**config.mk**
```make
export PLATFORM = sky130hd
export DESIGN_NAME = itr_rate_select
export DESIGN_NICKNAME = d
export VERILOG_FILES = /design/src/hw/itr_pkg.sv /design/src/hw/itr_rate_select.sv /design/src/hw/itr_div_lookup.sv /design/src/hw/itr_scl_gen.sv
export SDC_FILE = /design/constraint.sdc
export NUM_CORES = 1
export LEC_CHECK = 0
export BUFFER_PORTS_ARGS = -buffer_cell sky130_fd_sc_hd__buf_4
export CORE_MARGIN = 2
export CORE_UTILIZATION = 41
export DETAILED_ROUTE_END_ITERATION = 7
export PLACE_DENSITY_LB_ADDON = 0.08
export SYNTH_ARGS = -nofsm -noshare
export SYNTH_HDL_FRONTEND = slang
export SYNTH_HIERARCHICAL = 1
export SYNTH_SLANG_ARGS = --single-unit
```
**constraint.sdc**
```tcl
create_clock -name clk_sys -period 6.3 [get_ports clk_sys]
set_input_delay 0.315 -clock clk_sys [delete_from_list [all_inputs] [get_ports clk_sys]]
set_output_delay 0.315 -clock clk_sys [all_outputs]
set_load 0.03 [all_outputs]
```
**src/hw/itr_pkg.sv**
```systemverilog
// constants, register map and divisor tables of the transfer-rate selector

package itr_pkg;

   // ---------------------------------------------------------------
   // sizes
   // ---------------------------------------------------------------
   localparam int NUM_CH = 6;
   localparam int ADDR_W = 4;
   localparam int DATA_W = 8;
   localparam int DIV_W  = 10;

   // ---------------------------------------------------------------
   // register offsets
   // ---------------------------------------------------------------
   localparam logic [3:0] OFS_RATE_SEL    = 4'h0;
   localparam logic [3:0] OFS_TIMER_CTRL  = 4'h1;
   localparam logic [3:0] OFS_MASTER_EN   = 4'h2;
   localparam logic [3:0] OFS_SCL_STATUS  = 4'h3;
   localparam logic [3:0] OFS_FAST_STATUS = 4'h4;
   localparam logic [3:0] OFS_MODE_BASE   = 4'h8;

   // ---------------------------------------------------------------
   // field positions and reset values
   // ---------------------------------------------------------------
   localparam int BIT_CLK_SRC = 3;
   localparam int CKS_LSB     = 3;
   localparam int CKS_MSB     = 5;

   localparam logic [3:0] RST_RATE_SEL   = 4'h0;
   localparam logic [2:0] RST_TIMER_CTRL = 3'h0;
   localparam logic [5:0] RST_MASTER_EN  = 6'h00;
   localparam logic [2:0] RST_CKS        = 3'h0;

   // ---------------------------------------------------------------
   // divisor tables, entry index is the clock-select field
   // ---------------------------------------------------------------
   // source 0, rate 0
   localparam logic [7:0][9:0] DIV_BASE = {
      10'h080, 10'h070, 10'h064, 10'h050,
      10'h040, 10'h030, 10'h028, 10'h01C};
   // source 0 rate 1, or source 1 rate 0
   localparam logic [7:0][9:0] DIV_DOUBLE = {
      10'h100, 10'h0E0, 10'h0C8, 10'h0A0,
      10'h080, 10'h060, 10'h050, 10'h038};
   // source 1, rate 1; entry 2 is 190, not a clean double
   localparam logic [7:0][9:0] DIV_QUAD = {
      10'h200, 10'h1C0, 10'h190, 10'h140,
      10'h100, 10'h0BE, 10'h0A0, 10'h070};

   // ---------------------------------------------------------------
   // serial clock ceiling, used for the too-fast status flags
   // ---------------------------------------------------------------
   localparam int CLK_KHZ     = 40000;
   localparam int SCL_MAX_KHZ = 400;
   // least divisor, rounded up
   localparam logic [9:0] MIN_DIV =
      10'((CLK_KHZ + SCL_MAX_KHZ - 1) / SCL_MAX_KHZ);

endpackage : itr_pkg

```
**src/hw/itr_rate_select.sv**
```systemverilog
// transfer-rate selector: registers and six master clock generators
//
// The address map and the strobed register port were chosen for this implementation.
`timescale 1ns/1ps
`default_nettype none

module itr_rate_select
   import itr_pkg::*;
(
   input  wire logic              clk_sys,
   input  wire logic              nrst,
   input  wire logic              ce,
   input  wire logic [ADDR_W-1:0] addr,
   input  wire logic [DATA_W-1:0] wrData,
   input  wire logic              wrStrobe,
   input  wire logic              rdStrobe,
   output var  logic [DATA_W-1:0] rdData,
   input  wire logic [NUM_CH-1:0] sclIn,
   output var  logic [NUM_CH-1:0] sclOut,
   output var  logic [NUM_CH-1:0] sclOe
);

   // ---------------------------------------------------------------
   // state
   // ---------------------------------------------------------------
   typedef struct packed {
      logic [3:0]             rateSel;
      logic [2:0]             timerCtrl;
      logic [NUM_CH-1:0]      masterEn;
      logic [NUM_CH-1:0][2:0] cks;
      logic [DATA_W-1:0]      rdData;
      logic [NUM_CH-1:0]      sclMeta;
      logic [NUM_CH-1:0]      sclSync;
   } itr_state_type;

   localparam itr_state_type STATE_RST = '{
      rateSel:   RST_RATE_SEL,
      timerCtrl: RST_TIMER_CTRL,
      masterEn:  RST_MASTER_EN,
      cks:       {NUM_CH{RST_CKS}},
      rdData:    '0,
      sclMeta:   '0,
      sclSync:   '0};

   itr_state_type          r;
   itr_state_type          next_r;
   logic [NUM_CH-1:0]      chanRate;
   logic [NUM_CH-1:0]      tooFast;
   logic [NUM_CH-1:0][DIV_W-1:0] chanDiv;
   logic                   clkSrc;

   // ---------------------------------------------------------------
   // per-channel rate bits
   // ---------------------------------------------------------------
   // upper three channels from rate select, lower three elsewhere
   assign clkSrc   = r.rateSel[BIT_CLK_SRC];
   assign chanRate = {r.rateSel[2:0], r.timerCtrl};

   // ---------------------------------------------------------------
   // register writes, read mux and pin synchroniser
   // ---------------------------------------------------------------
   always_comb begin
      next_r = r;
      // read data stand one cycle only, zero otherwise
      next_r.rdData = '0;
      // two flops before the scl pin levels are read
      next_r.sclMeta = sclIn;
      next_r.sclSync = r.sclMeta;

      if (wrStrobe) begin
         case (addr)
            // bits 7:4 are dropped on write
            OFS_RATE_SEL:   next_r.rateSel = wrData[3:0];
            OFS_TIMER_CTRL: next_r.timerCtrl = wrData[2:0];
            OFS_MASTER_EN:  next_r.masterEn = wrData[NUM_CH-1:0];
            default: begin
               for (int i = 0; i < NUM_CH; i++) begin
                  if (addr == OFS_MODE_BASE + 4'(i)) begin
                     next_r.cks[i] = wrData[CKS_MSB:CKS_LSB];
                  end
               end
            end
         endcase
      end

      if (rdStrobe) begin
         case (addr)
            OFS_RATE_SEL:    next_r.rdData = {4'h0, r.rateSel};
            OFS_TIMER_CTRL:  next_r.rdData = {5'h00, r.timerCtrl};
            OFS_MASTER_EN:   next_r.rdData = {2'h0, r.masterEn};
            OFS_SCL_STATUS:  next_r.rdData = {2'h0, r.sclSync};
            OFS_FAST_STATUS: next_r.rdData = {2'h0, tooFast};
            default: begin
               for (int i = 0; i < NUM_CH; i++) begin
                  if (addr == OFS_MODE_BASE + 4'(i)) begin
                     next_r.rdData = {2'h0, r.cks[i], 3'h0};
                  end
               end
            end
         endcase
      end
   end

   // ---------------------------------------------------------------
   // state register
   // ---------------------------------------------------------------
   // clock enable low freezes everything, the synchroniser too
   always_ff @(posedge clk_sys) begin
      if (!nrst) begin
         r <= STATE_RST;
      end else if (ce) begin
         r <= next_r;
      end
   end

   assign rdData = r.rdData;

   // ---------------------------------------------------------------
   // channels
   // ---------------------------------------------------------------
   // field sets the serial clock only while the channel runs as master; the too-fast flag follows it at all times
   genvar ch;
   generate
      for (ch = 0; ch < NUM_CH; ch++) begin : g_chan
         itr_div_lookup u_lookup (
            .clkSrc  (clkSrc),
            .rateBit (chanRate[ch]),
            .clkSel  (r.cks[ch]),
            .divisor (chanDiv[ch])
         );

         itr_scl_gen u_gen (
            .clk_sys  (clk_sys),
            .nrst     (nrst),
            .ce       (ce),
            .run      (r.masterEn[ch]),
            .divisor  (chanDiv[ch]),
            .sclLevel (sclOut[ch]),
            .sclDrive (sclOe[ch])
         );

         // warns software only; the rate is still honoured
         assign tooFast[ch] = chanDiv[ch] < MIN_DIV;
      end
   endgenerate

   // ---------------------------------------------------------------
   // checks
   // ---------------------------------------------------------------
   property p_upper_zero;
      @(posedge clk_sys) disable iff (!nrst)
      (ce && rdStrobe && addr == OFS_RATE_SEL) |=> (rdData[7:4] == 4'h0);
   endproperty
   a_upper_zero: assert property (p_upper_zero)
      else $error("rate select upper bits not zero on read");

   property p_clk_src_write;
      @(posedge clk_sys) disable iff (!nrst)
      (ce && wrStrobe && addr == OFS_RATE_SEL)
         |=> (clkSrc == $past(wrData[BIT_CLK_SRC]));
   endproperty
   a_clk_src_write: assert property (p_clk_src_write)
      else $error("clock source bit did not follow write");

   property p_rate_readback;
      @(posedge clk_sys) disable iff (!nrst)
      (ce && wrStrobe && addr == OFS_RATE_SEL) ##1
      (ce && rdStrobe && addr == OFS_RATE_SEL)
         |=> (rdData[2:0] == $past(wrData[2:0], 2));
   endproperty
   a_rate_readback: assert property (p_rate_readback)
      else $error("channel rate bits not read back");

   property p_rate_ch5;
      @(posedge clk_sys) disable iff (!nrst)
      (ce && wrStrobe && addr == OFS_RATE_SEL)
         |=> (chanRate[5] == $past(wrData[2]) &&
              chanRate[3] == $past(wrData[0]));
   endproperty
   a_rate_ch5: assert property (p_rate_ch5)
      else $error("upper channel rate bit mapping wrong");

   property p_low_chan_rate;
      @(posedge clk_sys) disable iff (!nrst)
      (ce && wrStrobe && addr == OFS_TIMER_CTRL)
         |=> (chanRate[2:0] == $past(wrData[2:0]));
   endproperty
   a_low_chan_rate: assert property (p_low_chan_rate)
      else $error("lower channel rate bits not taken");

   property p_base_div;
      @(posedge clk_sys) disable iff (!nrst)
      (!clkSrc && !chanRate[0] && r.cks[0] == 3'h0)
         |-> (chanDiv[0] == 10'h01C);
   endproperty
   a_base_div: assert property (p_base_div)
      else $error("source 0 rate 0 divisor not 28");

   property p_double_div;
      @(posedge clk_sys) disable iff (!nrst)
      (!clkSrc && chanRate[0] && r.cks[0] == 3'h1)
         |-> (chanDiv[0] == 10'h050);
   endproperty
   a_double_div: assert property (p_double_div)
      else $error("source 0 rate 1 divisor not 80");

   property p_quad_div;
      @(posedge clk_sys) disable iff (!nrst)
      (clkSrc && chanRate[5] && r.cks[5] == 3'h2)
         |-> (chanDiv[5] == 10'h0BE);
   endproperty
   a_quad_div: assert property (p_quad_div)
      else $error("source 1 rate 1 divisor not 190");

   property p_slave_quiet;
      @(posedge clk_sys) disable iff (!nrst)
      (ce && !r.masterEn[0]) |=> (!sclOe[0] && sclOut[0]);
   endproperty
   a_slave_quiet: assert property (p_slave_quiet)
      else $error("clock driven while not master");

   property p_drive_starts;
      @(posedge clk_sys) disable iff (!nrst)
      (ce && $rose(r.masterEn[1])) |=> (sclOe[1] || !ce);
   endproperty
   a_drive_starts: assert property (p_drive_starts)
      else $error("clock did not start low on master enable");

   // bus, freeze and synchroniser behaviour
   property p_rd_idle;
      @(posedge clk_sys) disable iff (!nrst)
      (ce && !rdStrobe) |=> (rdData == 8'h00);
   endproperty
   a_rd_idle: assert property (p_rd_idle)
      else $error("read data not zero outside a read");

   property p_freeze;
      @(posedge clk_sys) disable iff (!nrst)
      (!ce) |=> $stable(r);
   endproperty
   a_freeze: assert property (p_freeze)
      else $error("state moved while clock enable low");

   property p_cks_write;
      @(posedge clk_sys) disable iff (!nrst)
      (ce && wrStrobe && addr == OFS_MODE_BASE)
         |=> (r.cks[0] == $past(wrData[CKS_MSB:CKS_LSB]));
   endproperty
   a_cks_write: assert property (p_cks_write)
      else $error("clock-select field not taken from bits 5:3");

   property p_sync_two;
      @(posedge clk_sys) disable iff (!nrst)
      ce ##1 ce |=> (r.sclSync == $past(sclIn, 2));
   endproperty
   a_sync_two: assert property (p_sync_two)
      else $error("pin level not delayed by two flops");

   // table corners that the readback checks do not reach, and the line release after master off
   property p_base_top;
      @(posedge clk_sys) disable iff (!nrst)
      (!clkSrc && !chanRate[2] && r.cks[2] == 3'h7)
         |-> (chanDiv[2] == 10'h080);
   endproperty
   a_base_top: assert property (p_base_top)
      else $error("source 0 rate 0 divisor not 128");

   property p_quad_top;
      @(posedge clk_sys) disable iff (!nrst)
      (clkSrc && chanRate[3] && r.cks[3] == 3'h7)
         |-> (chanDiv[3] == 10'h200);
   endproperty
   a_quad_top: assert property (p_quad_top)
      else $error("source 1 rate 1 divisor not 512");

   property p_src1_rate0;
      @(posedge clk_sys) disable iff (!nrst)
      (clkSrc && !chanRate[4] && r.cks[4] == 3'h5)
         |-> (chanDiv[4] == 10'h0C8);
   endproperty
   a_src1_rate0: assert property (p_src1_rate0)
      else $error("source 1 rate 0 divisor not 200");

   property p_fast_flag;
      @(posedge clk_sys) disable iff (!nrst)
      (!clkSrc && !chanRate[1] && r.cks[1] == 3'h0) |-> tooFast[1];
   endproperty
   a_fast_flag: assert property (p_fast_flag)
      else $error("too-fast flag missing for divisor 28");

   property p_stop_releases;
      @(posedge clk_sys) disable iff (!nrst)
      (ce && wrStrobe && addr == OFS_MASTER_EN && !wrData[2]) ##1 ce
         |=> (!sclOe[2] && sclOut[2]);
   endproperty
   a_stop_releases: assert property (p_stop_releases)
      else $error("clock line not released after master off");

   c_master_run: cover property (
      @(posedge clk_sys) disable iff (!nrst)
      r.masterEn[0] ##1 $rose(sclOut[0]));
   c_quad_mode: cover property (
      @(posedge clk_sys) disable iff (!nrst)
      clkSrc && chanRate[4] && r.masterEn[4]);
   c_too_fast: cover property (
      @(posedge clk_sys) disable iff (!nrst)
      tooFast[2] && r.masterEn[2]);

endmodule : itr_rate_select
`default_nettype wire

```
**src/hw/itr_div_lookup.sv**
```systemverilog
// divisor lookup from clock source, rate bit and clock-select field
`timescale 1ns/1ps
`default_nettype none

module itr_div_lookup
   import itr_pkg::*;
(
   input  wire logic             clkSrc,
   input  wire logic             rateBit,
   input  wire logic [2:0]       clkSel,
   output var  logic [DIV_W-1:0] divisor
);

   // ---------------------------------------------------------------
   // table select
   // ---------------------------------------------------------------
   // both middle combinations share one table
   always_comb begin
      case ({clkSrc, rateBit})
         2'b00:   divisor = DIV_BASE[clkSel];
         2'b11:   divisor = DIV_QUAD[clkSel];
         default: divisor = DIV_DOUBLE[clkSel];
      endcase
   end

endmodule : itr_div_lookup
`default_nettype wire

```
**src/hw/itr_scl_gen.sv**
```systemverilog
// master serial clock generator for one channel
`timescale 1ns/1ps
`default_nettype none

module itr_scl_gen
   import itr_pkg::*;
(
   input  wire logic             clk_sys,
   input  wire logic             nrst,
   input  wire logic             ce,
   input  wire logic             run,
   input  wire logic [DIV_W-1:0] divisor,
   output var  logic             sclLevel,
   output var  logic             sclDrive
);

   typedef struct packed {
      logic [DIV_W-1:0] cnt;
      logic             level;
      logic             drive;
   } itr_gen_type;

   // counter parks at its top so the first run cycle wraps to zero,
   // which keeps the first period as long as every later one
   localparam itr_gen_type GEN_RST = '{cnt: '1, level: 1'b1, drive: 1'b0};

   itr_gen_type r;
   itr_gen_type next_r;
   logic        wrap;

   // ---------------------------------------------------------------
   // period counter
   // ---------------------------------------------------------------
   // >= so a smaller divisor written mid-period still wraps
   assign wrap = r.cnt >= DIV_W'(divisor - 1'b1);

   always_comb begin
      next_r = r;
      if (!run) begin
         next_r = GEN_RST;
      end else begin
         next_r.cnt   = wrap ? '0 : DIV_W'(r.cnt + 1'b1);
         // low half first, high half second
         next_r.level = next_r.cnt >= (divisor >> 1);
         next_r.drive = !next_r.level;
      end
   end

   always_ff @(posedge clk_sys) begin
      if (!nrst) begin
         r <= GEN_RST;
      end else if (ce) begin
         r <= next_r;
      end
   end

   assign sclLevel = r.level;
   assign sclDrive = r.drive;

   // ---------------------------------------------------------------
   // checks
   // ---------------------------------------------------------------
   property p_period_wrap;
      @(posedge clk_sys) disable iff (!nrst)
      (ce && run && r.cnt == DIV_W'(divisor - 1'b1))
         |=> (r.cnt == '0 && !r.level && r.drive);
   endproperty
   a_period_wrap: assert property (p_period_wrap)
      else $error("serial clock period did not wrap at divisor");

endmodule : itr_scl_gen
`default_nettype wire

```
# After elaboration in Yosys (flattened, before gate mapping)
# Memories as Yosys holds them, arrays and structs flattened. A register that Yosys moved wholly into a read port is not among the register bits.
# Index checks and enable logic that the tools add are counted.
# W data, S select, Z words.
# word_totals
mem_bits_ro,1440
mem_count,18
elab_cells,204
latchBits,0
register_bits,123
out_inout_bits,20
mem_bits_rw,0
# memory_table
memory,depth,word_bits,rd,rd_clocked_by_memory_dff,write_ports,line,rtl
(name not given),8,10,1,1,0,itr_div_lookup.sv:20,2'b00: divisor = DIV_BASE[clkSel];
(name not given),8,10,1,1,0,itr_div_lookup.sv:21,2'b11: divisor = DIV_QUAD[clkSel];
(name not given),8,10,1,1,0,itr_div_lookup.sv:22,default: divisor = DIV_DOUBLE[clkSel];
(name not given),8,10,1,1,0,itr_div_lookup.sv:22,
(name not given),8,10,1,1,0,itr_div_lookup.sv:20,
(name not given),8,10,1,1,0,itr_div_lookup.sv:21,
12 more memories,n/a,n/a,n/a,n/a,n/a,n/a,
# op_classes
addsub,12
order_cmp,24
n_mux,80
eq_ne,16
n_mul,0
n_shift,0
div_mod_pow,0
n_bitwise,1
reduce_logical,23
# ops
operator,count
$mux W10,24
$pmux W10 S2,6
$mux W3,36
$mux W12,6
$add A10 B1 Y10 const B,6
$ge A10 B10 Y1,6
$ge A10 B9 Y1,6
$lt A10 B7 Y1 const B,6
$sub A10 B1 Y10 const B,6
$mux W8,6
$pmux W8 S5,1
$eq A4 B4 Y1 const B,6
$lt A3 B4 Y1 const B,6
$reduce_and A4 Y1,6
$eq A2 B2 Y1 const B,6
$logic_not A2 Y1,6
$reduce_and A3 Y1,3
$eq A4 B2 Y1 const B,2
$logic_not A1 Y1,6
$mux W6,1
$eq A4 B1 Y1 const B,1
$eq A4 B3 Y1 const B,1
$logic_not A4 Y1,1
$reduce_or A3 Y1,1
$not A1 Y1,1

# Logic depth before layout (Yosys ltp)
# Gate-level depths: netlist of run 1.
# logic_depth
word_depth,9
ltp_mapped,23

# Cells and area by module
# Netlist of run 1, hierarchy kept.
# modules_own_cells
module,instances,seq_area_each_um2,area_each_um2,cells_per_inst
itr_scl_gen (g_chan[0].u_gen ...),5,240.2,1380.1,170
itr_rate_select,1,980.9,2583.7,270
itr_scl_gen (g_chan[5].u_gen),1,240.2,1345.0,178
itr_div_lookup (g_chan[4].u_lookup ...),2,0.0,359.1,51
itr_div_lookup (g_chan[2].u_lookup ...),2,0.0,355.3,51
itr_div_lookup (g_chan[0].u_lookup ...),2,0.0,327.8,48

# Least setup slack after synthesis of run 1
# OpenSTA, ideal clock, no wires.
# synth_path
path_type,register to register
from,register r (netlist bit clkSrc)
to,register g_chan[2].u_gen.r (netlist bit g_chan[2].u_gen/sclDrive)
t_required_ns,6.239
path_stages_with_launch,22
t_arrival_ns,4.622
path_buffers,3
setup_time_ns,0.061
period_less_slack_ns,4.683
path_slack_ns,1.617
path_cell_list,dfxtp_1 -> inv_1 -> ha_1 -> buf_6 -> o2bb2ai_1 -> a221o_1 -> nor4_1 -> nand4_1 -> nor3_1 -> xnor2_1 -> ha_1 -> and2_1 -> a221oi_2 -> and2_1 -> buf_4 -> buf_4 -> o22a_1 -> ha_1 -> a21oi_1 -> o21ai_0 -> a221oi_1 -> a32o_1
# synth_rtl
element,line,rtl
from (decl),itr_rate_select.sv:45,itr_state_type r;
from (signal assigned),itr_rate_select.sv:112,r <= next_r;
to (signal assigned),itr_scl_gen.sv:53,r <= next_r;
to (decl),itr_scl_gen.sv:27,itr_gen_type r;

==> flow_summary.ini, run 1 <==
[logic_synthesis]
synthArstFlopShare = 0
netlist_area_sq_um = 12900
ys_seq_area_frac = 0.188
synth-edff-count = 0
avgSynthCellArea_sq_um = 8.08
post-synth-top-area-cell = dfxtp_1
yosysWarnings = 6
syn_inst = 1598
synth.distinct_cells = 81
ys_ff_latch = 121
ys_top_cells_by_area = dfxtp_1 (19%), ha_1 (16%), inv_1 (4.2%)
synth_top_area_frac = 0.188
ys_dominant_reg_cell = dfxtp_1

[layout]
stdcell_count = 2000
final_area_sq_um = 13900
nFillCells = 3056
drive_above_1_share = 0.0979
mostFrequentLayoutCells = ha_1 (168), inv_1 (143), nor2_1 (126)
finalNetCount = 1783
syn2layout_area_growth_pct = 7.65
final_common_cell = ha_1
n_antenna_cell = 0

[power_and_ir_drop]
cellPowerDensity_nw_per_um2 = 156
irDropWorstVdd_uv = 188
p_leak_nw = 6.05
report.power.total_mw = 2.17

[sta]
setup_tns_ps = 0
setup_viol = 0
hold_ws_ps = 152
worst_clock_skew_ps = 11.2
tightest_slew_ps = 974
hold_viol = 0
slew-limit-headroom = 0.349
fmax_mhz = 175
layout_min_cycle_time_ps = 5710
period_share = 0.907
rsz0062_at_grt = no
drv_slew = 0

[placed_design]
dp_hpwl_um = 24800
dp.cells = 1969
place_area_sq_um = 13300
portBuffers = 38
routabilityCongestion = 0.843

[global_routing]
grt_pass1_wl_um = 54500
grt_pass1_vias = 10500
antenna_found_initial = 0
grt_max_degree = 64
gr-total-overflow = 0
gr-usage-all-layers = 0.201

[critical_path]
worstSetupStartpointType = flop
required_ps = 6680
critPathMaxStageDelay_ps = 510
critPathKind = flop to flop
crit_slowest_cell = dfxtp_1
critPathTopFamily = compound AO/OA/AOI/OAI gates
worst_path_most_repeated_cell = ha_1
path_max_fanout = 15
worst-path-buf-inv = 1
endpoint_kind = flop
cp.arrival_ps = 6090
crit_chain = inv_1 -> ha_1 -> and2b_2 -> a22oi_1 -> o221ai_1 -> nor4_1 -> nand4_1 -> nor3_1 -> xnor2_1 -> ha_1 -> and2_1 -> a221oi_2 -> o211a_2 -> o21ai_1 -> ha_1 -> nand2b_1 -> a21oi_1 -> o21ai_0 -> a221oi_1 -> a32o_1

[route]
wirelength_um = 32900
detail-route-antenna-nets = 0
wl_per_cell_um = 16.5
drtIter0Drc = 661
num_vias = 11200
via_per_inst = 5.61
firstDrtPassIters = 5
drc_errors = 0

[die]
die_y_um = 181
io-pin-count = 43
rows = 64
dieArea_sq_um = 32900
start_util = 0.419
coreArea_sq_um = 30800
fp.dieW_um = 181

[cts]
cts.path.max_buffers = 2
tritoncts = done
postCtsSetupBuffers = 0
cts_max_level = 4
cts.sinks = 121
ctsResizeCount = 0
ctsRootBufferMaster = clkbuf_16
cts-hold-fix-buffers = 0
cts.clk_slew.worst_paths_ps = 60
numCtsBuffers = 17
insertion_delay_ps = 430

[status]
status = finished, final reports clean

[job]
maxCapViolCount = 0

[min_path]
hold_class = input pin to flop
area by class of cell:
class	count	area, sq um	area share
clock inverters	10	144	0.0104
well taps	396	495	0.0356
multi-input cells	1258	9450	0.680
clock buffers	21	470	0.0338
inverters	143	537	0.0386
flip-flops and latches	121	2420	0.174
repair buffers	51	383	0.0275
logic make-up (layout without fill, tap and decap cells):
group           Yosys count  count (layout)  synth area share
simple gates            596             596             0.270
compound gates          357             357             0.202
buf+inv                 220             225            0.0809
fa+ha+maj               168             168             0.163
flops                   121             121             0.188
xor+xnor                 71              71            0.0482
mux                      58              58            0.0457
other cells               7               8           0.00204
cells in the mapped netlist (all sizes together) (40+ instances only):
master,count
nor2,131
inv,143
mux2i,50
buf,59
dfxtp,121
nand2,67
o21ai,53
ha,168
nand2b,40
a21oi,78
xnor2,61
nand3,60
nor2b,67
per-stage QoR:
stage                     utilization  worst slack (ps)
final                           0.451               586
after detailed placement        0.431               595
after floorplan                     -              1620
after global routing            0.451              53.5
after global placement          0.431               602
after CTS                       0.451               559
state kept, by name (all words and copies together) (netlist names):
register and cells:
g_chan.u_gen/r 60, r 30, chanRate 6, g_chan.u_gen/sclDrive 6
g_chan.u_gen/sclLevel 6, next_r 6, rdData 6, clkSrc 1
final timing paths:
| kind | end | slack (ps) | cells after the start | from |
|---|---|---|---|---|
| worst max-delay path | g_chan[4].u_gen/sclDrive | 590 | 20 | clkSrc |
| worst max register to register | g_chan[4].u_gen/sclDrive | 590 | 20 | clkSrc |
| worst min-delay path | next_r[2] | 150 | 3 | sclIn[2] |
| worst min register to register | g_chan[4].u_gen/sclDrive | 470 | 1 | g_chan[4].u_gen/sclDrive |
power breakdown:
part / internal, mW / leakage [nW] / switching [mW]
Clock: 0.652 / 0.291 / 0.393
Combinational: 0.137 / 4.77 / 0.177
Sequential: 0.783 / 0.985 / 0.0288
layer usage:
layer  GRT usage  wire (um)  vias to the layer above  part of all wire
met1       0.274      16400                     5270              0.50
met4      0.0387        229                        0            0.0070
met3      0.0305        920                       18             0.028
li1            -          -                     5766                 -
met2       0.337      15400                      162              0.47
met5           0          0                        -                 0
worst register-to-register path, cell delays in order, from the launching register on:
cell and delay [ps]:
dfxtp_1 510, inv_1 80, ha_1 510, and2b_2 290, a22oi_1 160, o221ai_1 290
nor4_1 490, nand4_1 220, nor3_1 230, xnor2_1 150, ha_1 270, and2_1 190
a221oi_2 300, o211a_2 490, o21ai_1 150, ha_1 280, nand2b_1 140, a21oi_1 140
o21ai_0 110, a221oi_1 440, a32o_1 230
Power figures use the tool's default switching activity.
==> inputs of run 2 (changes only) <==
PLACE_DENSITY = 0.67   (was not set)
PLACE_DENSITY_LB_ADDON = not set   (was 0.08)
clock period = 7.15 ns   (was 6.3 ns; I/O delays follow)
==> flow_summary.ini, run 2 (synthesized netlist as in run 1, its figures left out) <==
[status]
status = finished, final reports clean

[sta]
period_share = 0.836
slew-limit-headroom = 0.326
fmax_mhz = 167
rsz0062_at_grt = no
worst_clock_skew_ps = 11.5
setup_viol = 0
drv_slew = 0
setup_tns_ps = 0
hold_viol = 0
tightest_slew_ps = 1010
layout_min_cycle_time_ps = 5980

[layout]
post-route-util = 0.448
finalNetCount = 1772
mostFrequentLayoutCells = ha_1 (168), inv_1 (143), nor2_1 (126)
largestRegisters = g_chan.u_gen/r x60, r x30
largest_reg_flops = 60
drive_above_1_share = 0.0928
final_common_cell = ha_1
top_register = g_chan.u_gen/r
syn2layout_area_growth_pct = 6.86

[cts]
ctsResizeCount = 0
cts.path.max_buffers = 2
postCtsSetupBuffers = 0
cts-hold-fix-buffers = 0
ctsRootBufferMaster = clkbuf_16
cts_max_level = 4
numCtsBuffers = 17
cts.clk_slew.worst_paths_ps = 70
cts.sinks = 121
insertion_delay_ps = 440
tritoncts = done

[route]
via_per_inst = 5.73
num_vias = 11400
wirelength_um = 31800
detail-route-antenna-nets = 0
wl_per_cell_um = 16.0
drtIter0Drc = 734
drc_errors = 0
firstDrtPassIters = 7

[critical_path]
worst_path_most_repeated_cell = ha_1
critPathTopFamily = simple AND/OR/NAND/NOR gates
critPathKind = flop to flop
crit_slowest_cell = dfxtp_1
cp.arrival_ps = 6360
required_ps = 7530
worstSetupStartpointType = flop
endpoint_kind = flop
crit_chain = inv_1 -> ha_1 -> and2b_2 -> a22oi_1 -> o221ai_1 -> nor4_1 -> nand4_1 -> nor3_1 -> xnor2_1 -> ha_1 -> and2_1 -> a221oi_2 -> and2_1 -> o21ai_1 -> ha_1 -> nand2b_1 -> a21oi_1 -> o21ai_0 -> a221oi_1 -> a32o_1
worst-path-buf-inv = 1
path_max_fanout = 15
critPathMaxStageDelay_ps = 700

[min_path]
hold_class = input pin to flop

[power_and_ir_drop]
power.clock.fraction = 0.473
power.share.sequential = 0.380
irDropWorstVdd_uv = 150
combPwrFrac = 0.146
cellPowerDensity_nw_per_um2 = 136
p_leak_nw = 5.97
sw_frac_of_total = 0.294
intPower_mw = 1.33
p_switching_mw = 0.552

[global_routing]
antenna_found_initial = 1
grt_pass1_wl_um = 53800
grt_max_degree = 63
grt_pass1_vias = 11100
gr-usage-all-layers = 0.196
gr-total-overflow = 0

[die]
dieArea_sq_um = 32900
rows = 64
coreArea_sq_um = 30800
start_util = 0.419
fp.dieW_um = 181
die_y_um = 181
io-pin-count = 43

[placed_design]
routabilityCongestion = 0.873
portBuffers = 38
dp_hpwl_um = 23800

[job]
maxCapViolCount = 0
run 2: cell count changes in the layout (fill, tap and decap cells not counted):
cell	previous run	this run
clkbuf_1	1	0
diode_2	0	1
clkbuf_8	3	0
buf_4	51	40
inv_6	0	4
bufinv_16	3	2
clkinvlp_4	3	6
clkinv_2	1	0
run 2: area by class of cell:
| class | count | area [sq um] |
|---|---|---|
| multi-input cells | 1258 | 9450 |
| clock buffers | 17 | 425 |
| well taps | 396 | 495 |
| flip-flops and latches | 121 | 2420 |
| clock inverters | 15 | 166 |
| repair buffers | 40 | 300 |
| fillers | 2981 | 17000 |
| diodes | 1 | 2.50 |
| inverters | 143 | 537 |
run 2: path summary, 6_finish.rpt:
kind                            start                  endpoint  slack (ps)  cells past startpoint
min reg2reg  g_chan[5].u_gen/sclDrive  g_chan[5].u_gen/sclDrive         480                      2
max reg2reg                    clkSrc  g_chan[4].u_gen/sclDrive        1170                     20
min                          sclIn[5]                 next_r[5]         180                      3
max                            clkSrc  g_chan[4].u_gen/sclDrive        1170                     20
run 2: worst reg2reg max path, stage by stage (launching register included):
cell and delay, ps:
dfxtp_1 700, inv_1 100, ha_1 520, and2b_2 280, a22oi_1 150, o221ai_1 270, nor4_1 500, nand4_1 210
nor3_1 210, xnor2_1 170, ha_1 300, and2_1 200, a221oi_2 250, and2_1 530, o21ai_1 190, ha_1 290
nand2b_1 130, a21oi_1 150, o21ai_0 100, a221oi_1 440, a32o_1 220
run 2: routing by layer:
metal / up-vias / global-route usage / wire length, um
met1: 5398 / 0.250 / 14800
met4: 0 / 0.0631 / 649
li1: 5739 / - / -
met3: 48 / 0.0325 / 1140
met2: 225 / 0.337 / 15200
met5: - / 0 / 0
run 2: power by group through the flow:
stage / logic [mW] / clock network (mW) / registers, mW
after floorplan: 0.219 / 0 / 0.719
after global placement: 0.263 / 0 / 0.729
after detailed placement: 0.272 / 0 / 0.730
after CTS: 0.274 / 0.912 / 0.715
after global routing: 0.308 / 0.943 / 0.718
final: 0.275 / 0.890 / 0.715
run 2: metrics by stage:
| step | setup slack, ps | total power [mW] | std cells | hold slack [ps] | instance area [sq um] |
|---|---|---|---|---|---|
| floorplan | 2470 | 0.938 | 1599 | 457 | 12900 |
| detailed placement | 1170 | 1.00 | 1958 | 466 | 13200 |
| CTS | 1130 | 1.90 | 1990 | 166 | 13800 |
| global placement | 1270 | 0.992 | 1958 | 459 | 13200 |
| finish | 1170 | 1.88 | 1991 | 180 | 13800 |
| global route | 537 | 1.97 | 1990 | 178 | 13800 |
